$ cat config.mk
export PLATFORM = sky130hd
export DESIGN_NAME = tcc_timer
export DESIGN_NICKNAME = d
export VERILOG_FILES = /design/src/tcc_pkg.sv /design/src/tcc_timer.sv
export SDC_FILE = /design/constraint.sdc
export NUM_CORES = 1
export LEC_CHECK = 0
export BUFFER_PORTS_ARGS = -buffer_cell sky130_fd_sc_hd__buf_2
export CAP_MARGIN = 20
export CORE_MARGIN = 1
export CORE_UTILIZATION = 55
export DETAILED_ROUTE_END_ITERATION = 10
export PLACE_DENSITY = 0.88
export SETUP_SLACK_MARGIN = 0.15
export SYNTH_ARGS = -nofsm -noshare
export SYNTH_HDL_FRONTEND = slang
export SYNTH_SLANG_ARGS = --single-unit
$ cat constraint.sdc
create_clock -name pclk -period 5.2 [get_ports pclk]
set_clock_uncertainty 0.1 [all_clocks]
set_input_delay 0.52 -clock pclk [delete_from_list [all_inputs] [get_ports pclk]]
set_output_delay 0.52 -clock pclk [all_outputs]
set_load 0.05 [all_outputs]
$ cat src/tcc_pkg.sv
package tcc_pkg;
    // register byte addresses, one aligned word each
    localparam logic [11:0] ADDR_CNT_LO   = 12'h000;
    localparam logic [11:0] ADDR_CNT_HI   = 12'h004;
    localparam logic [11:0] ADDR_CAP_LO   = 12'h008;
    localparam logic [11:0] ADDR_CAP_HI   = 12'h00c;
    localparam logic [11:0] ADDR_CTRL_A   = 12'h010;
    localparam logic [11:0] ADDR_CTRL_B   = 12'h014;
    localparam logic [11:0] ADDR_FLAGS    = 12'h018;
    localparam logic [11:0] ADDR_IRQ_EN   = 12'h01c;
    localparam logic [11:0] ADDR_CMP_CTRL = 12'h020;
    // control register b fields
    localparam int CSEL_LSB     = 0;
    localparam int WGM_HI_LSB   = 3;
    localparam int EDGE_BIT     = 6;
    localparam int NFILT_BIT    = 7;
    // flags register fields
    localparam int OVF_BIT      = 0;
    localparam int CAPF_BIT     = 1;
    // comparator control field
    localparam int CMP_SEL_BIT  = 0;
    // reset values and counter limits
    localparam logic [7:0]  CTRL_RST  = 8'h00;
    localparam logic [15:0] CNT_RST   = 16'h0000;
    localparam logic [15:0] CNT_MAX   = 16'hffff;
    localparam logic [15:0] CNT_BOT   = 16'h0000;
    // filter sample count
    localparam int FILT_SAMPLES = 4;
    // clock select codes
    localparam logic [2:0] CS_STOP = 3'h0;
    localparam logic [2:0] CS_DIV1 = 3'h1;
    localparam logic [2:0] CS_EXTF = 3'h6;
    localparam logic [2:0] CS_EXTR = 3'h7;
    // waveform modes using capture_value as top
    localparam logic [3:0] WGM_CAPTOP_CTC  = 4'hc;
    localparam logic [3:0] WGM_CAPTOP_PWM  = 4'he;
    localparam logic [3:0] WGM_CAPTOP_PFC  = 4'h8;
    localparam logic [3:0] WGM_CAPTOP_PC   = 4'ha;
    // counter direction states
    typedef enum logic [1:0] {
        TCC_UP   = 2'b01,
        TCC_DOWN = 2'b10
    } tcc_dir_t;
endpackage : tcc_pkg

$ cat src/tcc_timer.sv
// Contract
// - counter seen as two byte locations; upper location reaches shared latch
// - low read loads latch with upper byte; low write loads upper from latch
// - low write updates all sixteen bits in one cycle
// - one shared high-byte latch for every sixteen-bit register
// - clock select field picks timer tick; zero stops counter
// - on each tick clear, increment or decrement; flag top and bottom
// - counter readable and writable with or without timer tick
// - processor write beats clear or count in the same cycle
// - waveform mode field sets count sequence and overflow condition
// - overflow flag can raise interrupt request
// - qualified capture edge copies full counter into capture value
// - capture flag set with copy; enabled flag raises interrupt
// - capture flag clears on service or by writing one
// - capture low read loads latch; upper read returns latch
// - capture writable only in capture-top modes, upper byte first
// - trigger from capture pin, or comparator when select bit set
// - changing source may capture; software clears flag afterwards
// - capture inputs synchronised and edge detected like external clock
// - capture events blocked in capture-top modes; filter and edge detector keep running in every mode
// - filter output changes after four equal consecutive samples
// - filter adds four system clock cycles of delay
// - filter enable bit in control register b
// - filter samples on undivided system clock
`timescale 1ns/1ns
`default_nettype none
module tcc_timer
    import tcc_pkg::*;
#(
    parameter int CW = 16
) (
    input  wire logic          pclk,
    input  wire logic          presetn,
    input  wire logic          psel,
    input  wire logic          penable,
    input  wire logic          pwrite,
    input  wire logic [11:0]   paddr,
    input  wire logic [31:0]   pwdata,
    output logic      [31:0]   prdata,
    output logic               pready,
    output logic               pslverr,
    input  wire logic          capture_pin,
    input  wire logic          comparator_output,
    input  wire logic          external_clock_pin,
    input  wire logic          prescale_tick,
    input  wire logic          capture_irq_ack,
    input  wire logic          overflow_irq_ack,
    output logic               capture_irq,
    output logic               overflow_irq,
    output logic               at_max,
    output logic               at_bottom
);
    logic [CW-1:0] count_value_q;
    logic [CW-1:0] capture_value_q;
    logic [7:0]    latch_q;
    logic [7:0]    control_reg_a_q;
    logic [7:0]    control_reg_b_q;
    logic [7:0]    comparator_control_status_q;
    logic [1:0]    irq_en_q;
    logic          overflow_flag_q;
    logic          capture_flag_q;
    logic [1:0]    cap_sync_q;
    logic [1:0]    cmp_sync_q;
    logic [1:0]    ext_sync_q;
    logic          ext_prev_q;
    logic [FILT_SAMPLES-2:0] filt_sh_q;
    logic          filt_out_q;
    logic          edge_prev_q;
    tcc_dir_t      dir_q;

    // bus decode
    wire access   = psel && penable;
    wire wr       = access && pwrite;
    wire rd       = access && !pwrite;
    wire wr_cnt_lo = wr && paddr == ADDR_CNT_LO;
    wire wr_cnt_hi = wr && paddr == ADDR_CNT_HI;
    wire wr_cap_lo = wr && paddr == ADDR_CAP_LO;
    wire wr_cap_hi = wr && paddr == ADDR_CAP_HI;
    wire rd_cnt_lo = rd && paddr == ADDR_CNT_LO;
    wire rd_cap_lo = rd && paddr == ADDR_CAP_LO;
    wire wr_ctla  = wr && paddr == ADDR_CTRL_A;
    wire wr_ctlb  = wr && paddr == ADDR_CTRL_B;
    wire wr_flags = wr && paddr == ADDR_FLAGS;
    wire wr_irqen = wr && paddr == ADDR_IRQ_EN;
    wire wr_cmp   = wr && paddr == ADDR_CMP_CTRL;
    wire mapped   = paddr == ADDR_CNT_LO || paddr == ADDR_CNT_HI ||
                    paddr == ADDR_CAP_LO || paddr == ADDR_CAP_HI ||
                    paddr == ADDR_CTRL_A || paddr == ADDR_CTRL_B ||
                    paddr == ADDR_FLAGS  || paddr == ADDR_IRQ_EN ||
                    paddr == ADDR_CMP_CTRL;
    wire [7:0] wbyte = pwdata[7:0];

    // mode fields
    wire [2:0] clock_select_field  = control_reg_b_q[CSEL_LSB +: 3];
    wire [3:0] waveform_mode_field = {control_reg_b_q[WGM_HI_LSB +: 2],
                                      control_reg_a_q[1:0]};
    wire cap_top = waveform_mode_field == WGM_CAPTOP_CTC ||
                   waveform_mode_field == WGM_CAPTOP_PWM ||
                   waveform_mode_field == WGM_CAPTOP_PFC ||
                   waveform_mode_field == WGM_CAPTOP_PC;
    wire noise_filter_enable = control_reg_b_q[NFILT_BIT];
    wire edge_rising         = control_reg_b_q[EDGE_BIT];
    wire comparator_capture_select = comparator_control_status_q[CMP_SEL_BIT];

    // external clock edges, synchronised pin
    wire ext_rise = ext_sync_q[1] && !ext_prev_q;
    wire ext_fall = !ext_sync_q[1] && ext_prev_q;
    // timer tick selection, zero stops
    wire timer_tick = (clock_select_field == CS_DIV1) ? 1'b1 :
                      (clock_select_field == CS_EXTF) ? ext_fall :
                      (clock_select_field == CS_EXTR) ? ext_rise :
                      (clock_select_field == CS_STOP) ? 1'b0 :
                      prescale_tick;

    // top selection per mode
    wire [CW-1:0] top_val = (waveform_mode_field == 4'h1 ||
                             waveform_mode_field == 4'h5) ? CW'(16'h00ff) :
                            (waveform_mode_field == 4'h2 ||
                             waveform_mode_field == 4'h6) ? CW'(16'h01ff) :
                            (waveform_mode_field == 4'h3 ||
                             waveform_mode_field == 4'h7) ? CW'(16'h03ff) :
                            cap_top ? capture_value_q : CNT_MAX;
    wire dual_slope = waveform_mode_field inside {4'h1, 4'h2, 4'h3, 4'h8,
                                                  4'h9, 4'ha, 4'hb};
    wire hit_top = count_value_q == top_val;
    wire hit_bot = count_value_q == CNT_BOT;
    wire single_clear = !dual_slope && hit_top && waveform_mode_field != 4'h0;

    // dual slope turns down at top and stays down until bottom
    wire going_down = dual_slope && (hit_top || (dir_q == TCC_DOWN && !hit_bot));
    // next count: clear, up or down
    wire [CW-1:0] cnt_step = single_clear ? CNT_BOT :
                             going_down ? count_value_q - CW'(1) :
                             count_value_q + CW'(1);
    // overflow condition per mode
    wire ovf_evt = timer_tick && (dual_slope ? (hit_bot && dir_q == TCC_DOWN)
                   : (waveform_mode_field == 4'h0 ? count_value_q == CNT_MAX
                   : hit_top));

    // capture source: each pin synchronised on its own, then selected
    wire src_sync = comparator_capture_select ? cmp_sync_q[1] : cap_sync_q[1];
    // filter window: three held samples plus the newest
    wire [FILT_SAMPLES-1:0] filt_win = {filt_sh_q, src_sync};
    wire filt_all1 = &filt_win;
    wire filt_all0 = ~|filt_win;
    wire edge_in  = noise_filter_enable ? filt_out_q : src_sync;
    wire cap_evt  = !cap_top && (edge_rising ? (edge_in && !edge_prev_q)
                    : (!edge_in && edge_prev_q));

    // flag set and clear, set wins
    wire cap_clr = (wr_flags && wbyte[CAPF_BIT]) || capture_irq_ack;
    wire ovf_clr = (wr_flags && wbyte[OVF_BIT]) || overflow_irq_ack;

    // counter register: write beats count
    always_ff @(posedge pclk or negedge presetn)
    begin
        if (!presetn)
            count_value_q <= CNT_RST;
        else if (wr_cnt_lo)
            count_value_q <= {latch_q, wbyte};
        else if (timer_tick)
            count_value_q <= cnt_step;
    end

    // dual slope direction
    always_ff @(posedge pclk or negedge presetn)
    begin
        if (!presetn)
            dir_q <= TCC_UP;
        else if (!dual_slope)
            dir_q <= TCC_UP;
        else if (timer_tick && hit_top)
            dir_q <= TCC_DOWN;
        else if (timer_tick && hit_bot)
            dir_q <= TCC_UP;
    end

    // shared high-byte latch
    always_ff @(posedge pclk or negedge presetn)
    begin
        if (!presetn)
            latch_q <= 8'h00;
        else if (wr_cnt_hi || wr_cap_hi)
            latch_q <= wbyte;
        else if (rd_cnt_lo)
            latch_q <= count_value_q[15:8];
        else if (rd_cap_lo)
            latch_q <= capture_value_q[15:8];
    end

    // capture register
    always_ff @(posedge pclk or negedge presetn)
    begin
        if (!presetn)
            capture_value_q <= CNT_RST;
        else if (wr_cap_lo && cap_top)
            capture_value_q <= {latch_q, wbyte};
        else if (cap_evt)
            capture_value_q <= count_value_q;
    end

    // flags, set wins over clear
    always_ff @(posedge pclk or negedge presetn)
    begin
        if (!presetn)
        begin
            capture_flag_q  <= 1'b0;
            overflow_flag_q <= 1'b0;
        end
        else
        begin
            capture_flag_q  <= cap_evt | (capture_flag_q & ~cap_clr);
            overflow_flag_q <= ovf_evt | (overflow_flag_q & ~ovf_clr);
        end
    end

    // control registers
    always_ff @(posedge pclk or negedge presetn)
    begin
        if (!presetn)
        begin
            control_reg_a_q             <= CTRL_RST;
            control_reg_b_q             <= CTRL_RST;
            comparator_control_status_q <= CTRL_RST;
            irq_en_q                    <= 2'b00;
        end
        else
        begin
            if (wr_ctla)
                control_reg_a_q <= wbyte;
            if (wr_ctlb)
                control_reg_b_q <= wbyte;
            if (wr_cmp)
                comparator_control_status_q <= wbyte;
            if (wr_irqen)
                irq_en_q <= wbyte[1:0];
        end
    end

    // synchronisers and filter on system clock
    always_ff @(posedge pclk or negedge presetn)
    begin
        if (!presetn)
        begin
            cap_sync_q  <= 2'b00;
            cmp_sync_q  <= 2'b00;
            ext_sync_q  <= 2'b00;
            ext_prev_q  <= 1'b0;
            filt_sh_q   <= '0;
            filt_out_q  <= 1'b0;
            edge_prev_q <= 1'b0;
        end
        else
        begin
            cap_sync_q  <= {cap_sync_q[0], capture_pin};
            cmp_sync_q  <= {cmp_sync_q[0], comparator_output};
            ext_sync_q  <= {ext_sync_q[0], external_clock_pin};
            ext_prev_q  <= ext_sync_q[1];
            filt_sh_q   <= {filt_sh_q[FILT_SAMPLES-3:0], src_sync};
            if (filt_all1)
                filt_out_q <= 1'b1;
            else if (filt_all0)
                filt_out_q <= 1'b0;
            edge_prev_q <= edge_in;
        end
    end

    // read mux, upper locations return latch
    wire [7:0] rd_byte =
        (paddr == ADDR_CNT_LO)   ? count_value_q[7:0] :
        (paddr == ADDR_CNT_HI)   ? latch_q :
        (paddr == ADDR_CAP_LO)   ? capture_value_q[7:0] :
        (paddr == ADDR_CAP_HI)   ? latch_q :
        (paddr == ADDR_CTRL_A)   ? control_reg_a_q :
        (paddr == ADDR_CTRL_B)   ? control_reg_b_q :
        (paddr == ADDR_FLAGS)    ? {6'h00, capture_flag_q, overflow_flag_q} :
        (paddr == ADDR_IRQ_EN)   ? {6'h00, irq_en_q} :
        (paddr == ADDR_CMP_CTRL) ? comparator_control_status_q : 8'h00;

    // registered bus answer, no wait state
    always_ff @(posedge pclk or negedge presetn)
    begin
        if (!presetn)
        begin
            prdata  <= 32'h0000_0000;
            pready  <= 1'b0;
            pslverr <= 1'b0;
        end
        else
        begin
            pready  <= psel && !penable;
            pslverr <= psel && !penable && !mapped;
            prdata  <= (psel && !penable && !pwrite) ? {24'h000000, rd_byte} : prdata;
        end
    end

    // registered status outputs
    always_ff @(posedge pclk or negedge presetn)
    begin
        if (!presetn)
        begin
            capture_irq  <= 1'b0;
            overflow_irq <= 1'b0;
            at_max       <= 1'b0;
            at_bottom    <= 1'b1;
        end
        else
        begin
            capture_irq  <= capture_flag_q && irq_en_q[CAPF_BIT];
            overflow_irq <= overflow_flag_q && irq_en_q[OVF_BIT];
            at_max       <= hit_top;
            at_bottom    <= hit_bot;
        end
    end

    // assertions
    chk_write_prio: assert property (@(posedge pclk) disable iff (!presetn)
        wr_cnt_lo |=> count_value_q == $past({latch_q, wbyte}))
        else $error("counter write lost");
    chk_stop_hold: assert property (@(posedge pclk) disable iff (!presetn)
        (clock_select_field == CS_STOP && !wr_cnt_lo) |=> $stable(count_value_q))
        else $error("stopped counter moved");
    chk_latch_load: assert property (@(posedge pclk) disable iff (!presetn)
        rd_cnt_lo && !wr_cnt_hi && !wr_cap_hi |=> latch_q == $past(count_value_q[15:8]))
        else $error("latch not loaded");
    chk_cap_copy: assert property (@(posedge pclk) disable iff (!presetn)
        cap_evt && !(wr_cap_lo && cap_top) |=> capture_value_q == $past(count_value_q)
        && capture_flag_q)
        else $error("capture copy or flag missing");
    chk_flag_setwin: assert property (@(posedge pclk) disable iff (!presetn)
        cap_evt && cap_clr |=> capture_flag_q)
        else $error("capture lost to clear");
    chk_flag_clear: assert property (@(posedge pclk) disable iff (!presetn)
        capture_flag_q && cap_clr && !cap_evt |=> !capture_flag_q)
        else $error("capture flag not cleared");
    chk_cap_ro: assert property (@(posedge pclk) disable iff (!presetn)
        wr_cap_lo && !cap_top && !cap_evt |=> $stable(capture_value_q))
        else $error("capture written outside top mode");
    chk_filter_four: assert property (@(posedge pclk) disable iff (!presetn)
        noise_filter_enable && $changed(filt_out_q) |-> $past(filt_win) == {FILT_SAMPLES{filt_out_q}})
        else $error("filter changed without four samples");
    chk_no_cap_top: assert property (@(posedge pclk) disable iff (!presetn)
        cap_top && !wr_cap_lo |=> $stable(capture_value_q) && !$rose(capture_flag_q))
        else $error("capture in top mode");
    chk_up_count: assert property (@(posedge pclk) disable iff (!presetn)
        waveform_mode_field == 4'h0 && timer_tick && !wr_cnt_lo |=>
        count_value_q == $past(count_value_q) + CW'(1))
        else $error("normal mode step wrong");
    chk_dual_turn: assert property (@(posedge pclk) disable iff (!presetn)
        dual_slope && timer_tick && hit_top && !wr_cnt_lo |=> count_value_q == $past(count_value_q) - CW'(1))
        else $error("dual slope passed its top");
    chk_hi_write: assert property (@(posedge pclk) disable iff (!presetn)
        wr_cnt_hi && !timer_tick |=> latch_q == $past(wbyte) && $stable(count_value_q))
        else $error("upper byte write missed the latch");
    chk_cap_latch: assert property (@(posedge pclk) disable iff (!presetn)
        rd_cap_lo |=> latch_q == $past(capture_value_q[15:8]))
        else $error("capture upper byte not latched");
    chk_ovf_flag: assert property (@(posedge pclk) disable iff (!presetn)
        ovf_evt |=> overflow_flag_q)
        else $error("overflow flag not set");
    chk_ovf_irq: assert property (@(posedge pclk) disable iff (!presetn)
        overflow_flag_q && irq_en_q[OVF_BIT] |=> overflow_irq)
        else $error("overflow request missing");
    chk_cap_irq: assert property (@(posedge pclk) disable iff (!presetn)
        capture_flag_q && irq_en_q[CAPF_BIT] |=> capture_irq)
        else $error("capture request missing");
endmodule : tcc_timer
`default_nettype wire

==> impl_results.md <==
- Synth Cell Area: ~5700 sq um
- Via Count: 4959
- Critical path's most frequent cell: buf_4
- Final instance area: 6150 sq um
- Total grt overflow: 0
- Die H: 104 um
- DRC Markers: 0
- Delay-heaviest family, CP: compound AO/OA/AOI/OAI gates
- CTS tree: yes
- CP bufs+invs: 3
- Post-DP HPWL: between 10000 and 15000 um
- Arrival time worst endpoint: around 4.8 ns
- DR WL/cell: around 19 um
- CP endpoint kind: register
- Main area contributors after synthesis: dfrtp_1 41%, mux2_2 5.3%, a22oi_1 4.7%
- Clock Pin Slew Worst Setup and Hold Paths: ~0.1 ns
- DIE AREA: 10800 sq um
- Fin crit period: around 4.6 ns
- Worst setup path start: control_reg_a_q[0]
- Crit path max-delay cell type: dfrtp_1
- Final setup violation count: 0
- Post-route ant nets: 0
- Crit-path max FO: 13
- Length of the first detailed-routing pass in iterations: 5
- # rows: 36
- Slew @ Worst Pin: approximately 1.0 ns
- Tcrit/Tclk final: 88.9%
- Synthesis warning total: 0
- Fmax: approximately 0.22 GHz
- Clk buf depth: 2
- CP Class: reg -> reg
- Cell Pwr Density: 237 nW/um^2
- Yosys top cell by area: dfrtp_1
- Initial antenna violation count: 0
- CTS root buf: clkbuf_8
- Type of the worst min-delay path: in -> async
- Dpl ws: between 0.4 and 0.5 ns
- RSZ-0062 raised after global routing: false
- Die width: between 100 and 150 um
- DRT Wirelength: between 10000 and 15000 um
- Core box area: 9910 sq um
- Hold Buf Count CTS: 0
- Initial core utilization: between 50% and 60%
- Clock sinks: 96
- Proportion of layout cells with a drive suffix above 1: between 10% and 20%
- GPL Wtd Cong: about 0.9
- Largest net degree at the start of global routing: 50
- Resized Gates After CTS: 0
- Number of flops mapped to enable cells by yosys: 0
- CP Cell Sequence: buf_4 -> or3_1 -> nand2_1 -> xnor2_1 -> nand4_1 -> a2111oi_4 -> buf_4 -> o21a_2 -> buf_4 -> ha_1 -> a21o_1 -> nand2_1 -> a21oi_1 -> or4_1 -> a31oi_1 -> o21ai_0 -> xnor2_1 -> o21ai_0
- Global-route wire length before repair: 24600 um
- Total Neg Setup Slack: 0 ns
- Layout Cells excl Fill: 778
- Area added between synthesis and finish: 7.41%
- Worst-Skew Late Latency: 0.37 ns
- Setup crit start kind: register
- FF-to-FF Start: control_reg_a_q[0]
- Data required, critical path: 5.34 ns
- Outcome: completed
- DP Cell Count: 761
- Seq/Total Area, Yosys: 42.0%
- Vias per cell: between 6 and 7
- Post-synth top flop: dfrtp_1
- Synth Instances: 611
- Pleak: 2.80 nW
- Synth Register Bits: 96
- Antenna cells: 0
- Unique cell type count in the Yosys netlist: approximately 60
- Post-synth top area share: 41.1%
- Asr flop ratio synth: 100%
- IO Pins: 93
- IO buf count: 44
- Htree depth: 3
- Final #Nets: 710
- Vias in the first global route: 4745
- Final hold viol count: 0
- DRC marker count from the first detailed-route iteration: 478
- Total track usage: 28.8%
- Maximum vdd drop: 146 uV
- Setup ws final: 0.576 ns
- Slowest stage delay, CP: 0.51 ns
- Clock buffer count from CTS: 9
- Max_cap viols: 0
- Slew Limit Headroom: between 20% and 30%
- Max-slew violations: 0
- Dpl cell area: 5930 sq um
- Synthesized area per cell: 9.37 sq um
==> layout by cell type (no fill, tap or decap), types with 9 or more instances in the layout <==
cell type   n
a22oi_1    36
nor4_1     10
nor2_1     59
buf_2      43
ha_1       14
clkbuf_8   10
dfrtp_1    94
nand2_1    38
o21ai_1    11
xnor2_1    16
o21ai_0    49
buf_4       9
mux2_2     27
a21oi_1    44
mux2i_1    19
inv_1      10
nand3_1    16
conb_1     24
==> cells in the mapped netlist, types with 10 or more instances <==
cell type,instances
dfrtp_1,94
nor2_1,59
o21ai_0,49
a21oi_1,44
nand2_1,38
a22oi_1,36
mux2_2,27
buf_4,25
clkbuf_1,25
mux2i_1,19
nand3_1,16
xnor2_1,16
ha_1,14
o21ai_1,11
inv_1,10
nor4_1,10
==> metal layers <==
layer	vias to the layer above	routed length, um	GRT usage (%)
met4	0	515	11.6
met1	2385	6160	39.3
met5	-	0	0
li1	2245	-	-
met2	282	6800	45.5
met3	47	1470	5.01
==> layout make-up <==
cell class	instances	area, sq um
fill	829	3760
inverter	10	37.5
multi-input combinational	471	3050
sequential	96	2400
timing repair buffer	52	283
tap	133	166
clock inverter	6	72.6
clock buffer	10	138
==> per-stage QoR <==
stage / hold slack (ns) / power (mW) / utilization, %
2_1_floorplan: 0.124 / 0.910 / -
3_3_place_gp: 0.232 / 0.949 / 59.9
3_5_place_dp: 0.238 / 0.953 / 59.9
4_1_cts: 0.0665 / 1.46 / 62.0
5_1_grt: 0.105 / 1.50 / 62.1
6_report: 0.0537 / 1.46 / 62.1
==> path summary, 6_finish.rpt <==
| kind | endpoint | slack, ns | cells after the start |
|---|---|---|---|
| max in group asynchronous | prdata[6] | 3.89 | 2 |
| max | count_value_q[14] | 0.58 | 18 |
| max reg2reg | count_value_q[14] | 0.58 | 18 |
| min reg2reg | ext_sync_q[1] | 0.26 | 0 |
| min | overflow_flag_q | 0.05 | 1 |
| min in group pclk | ext_sync_q[0] | 0.15 | 1 |
==> cell families after synthesis <==
family / Yosys count / synth area share, %
xor+xnor: 23 / 3.52
mux: 46 / 8.63
simple gates: 177 / 15.4
buf+inv: 67 / 6.27
fa+ha+maj: 15 / 3.41
compound gates: 186 / 20.7
flops: 96 / 42.0
other cells: 1 / 0.0655
==> registers in the layout (all words and copies together) (netlist names), 3 cells and up <==
| signal | flops |
|---|---|
| prdata | 8 |
| count_value_q | 16 |
| capture_value_q | 16 |
| comparator_control_status_q | 8 |
| filt_sh_q | 3 |
| control_reg_a_q | 8 |
| latch_q | 8 |
| control_reg_b_q | 8 |
==> what timing repair did <==
item                                    4_1_cts  5_1_grt
buffers inserted                              0        1
endpoints found under the setup margin        0        1
hold endpoints to repair                      0        0
==> power breakdown <==
group | internal, mW | switching, mW
combinational | 0.0331 | 0.134
sequential | 0.762 | 0.0114
clock | 0.242 | 0.277
==> worst register-to-register path, stage by stage, from the launching register on <==
cell and delay [ns]:
dfrtp_1 0.51, buf_4 0.24, or3_1 0.42, nand2_1 0.09, xnor2_1 0.11, nand4_1 0.19
a2111oi_4 0.35, buf_4 0.21, o21a_2 0.20, buf_4 0.22, ha_1 0.29, a21o_1 0.20
nand2_1 0.10, a21oi_1 0.10, or4_1 0.40, a31oi_1 0.32, o21ai_0 0.17, xnor2_1 0.17
o21ai_0 0.10
Note: power is estimated with default switching activity, not from simulation.
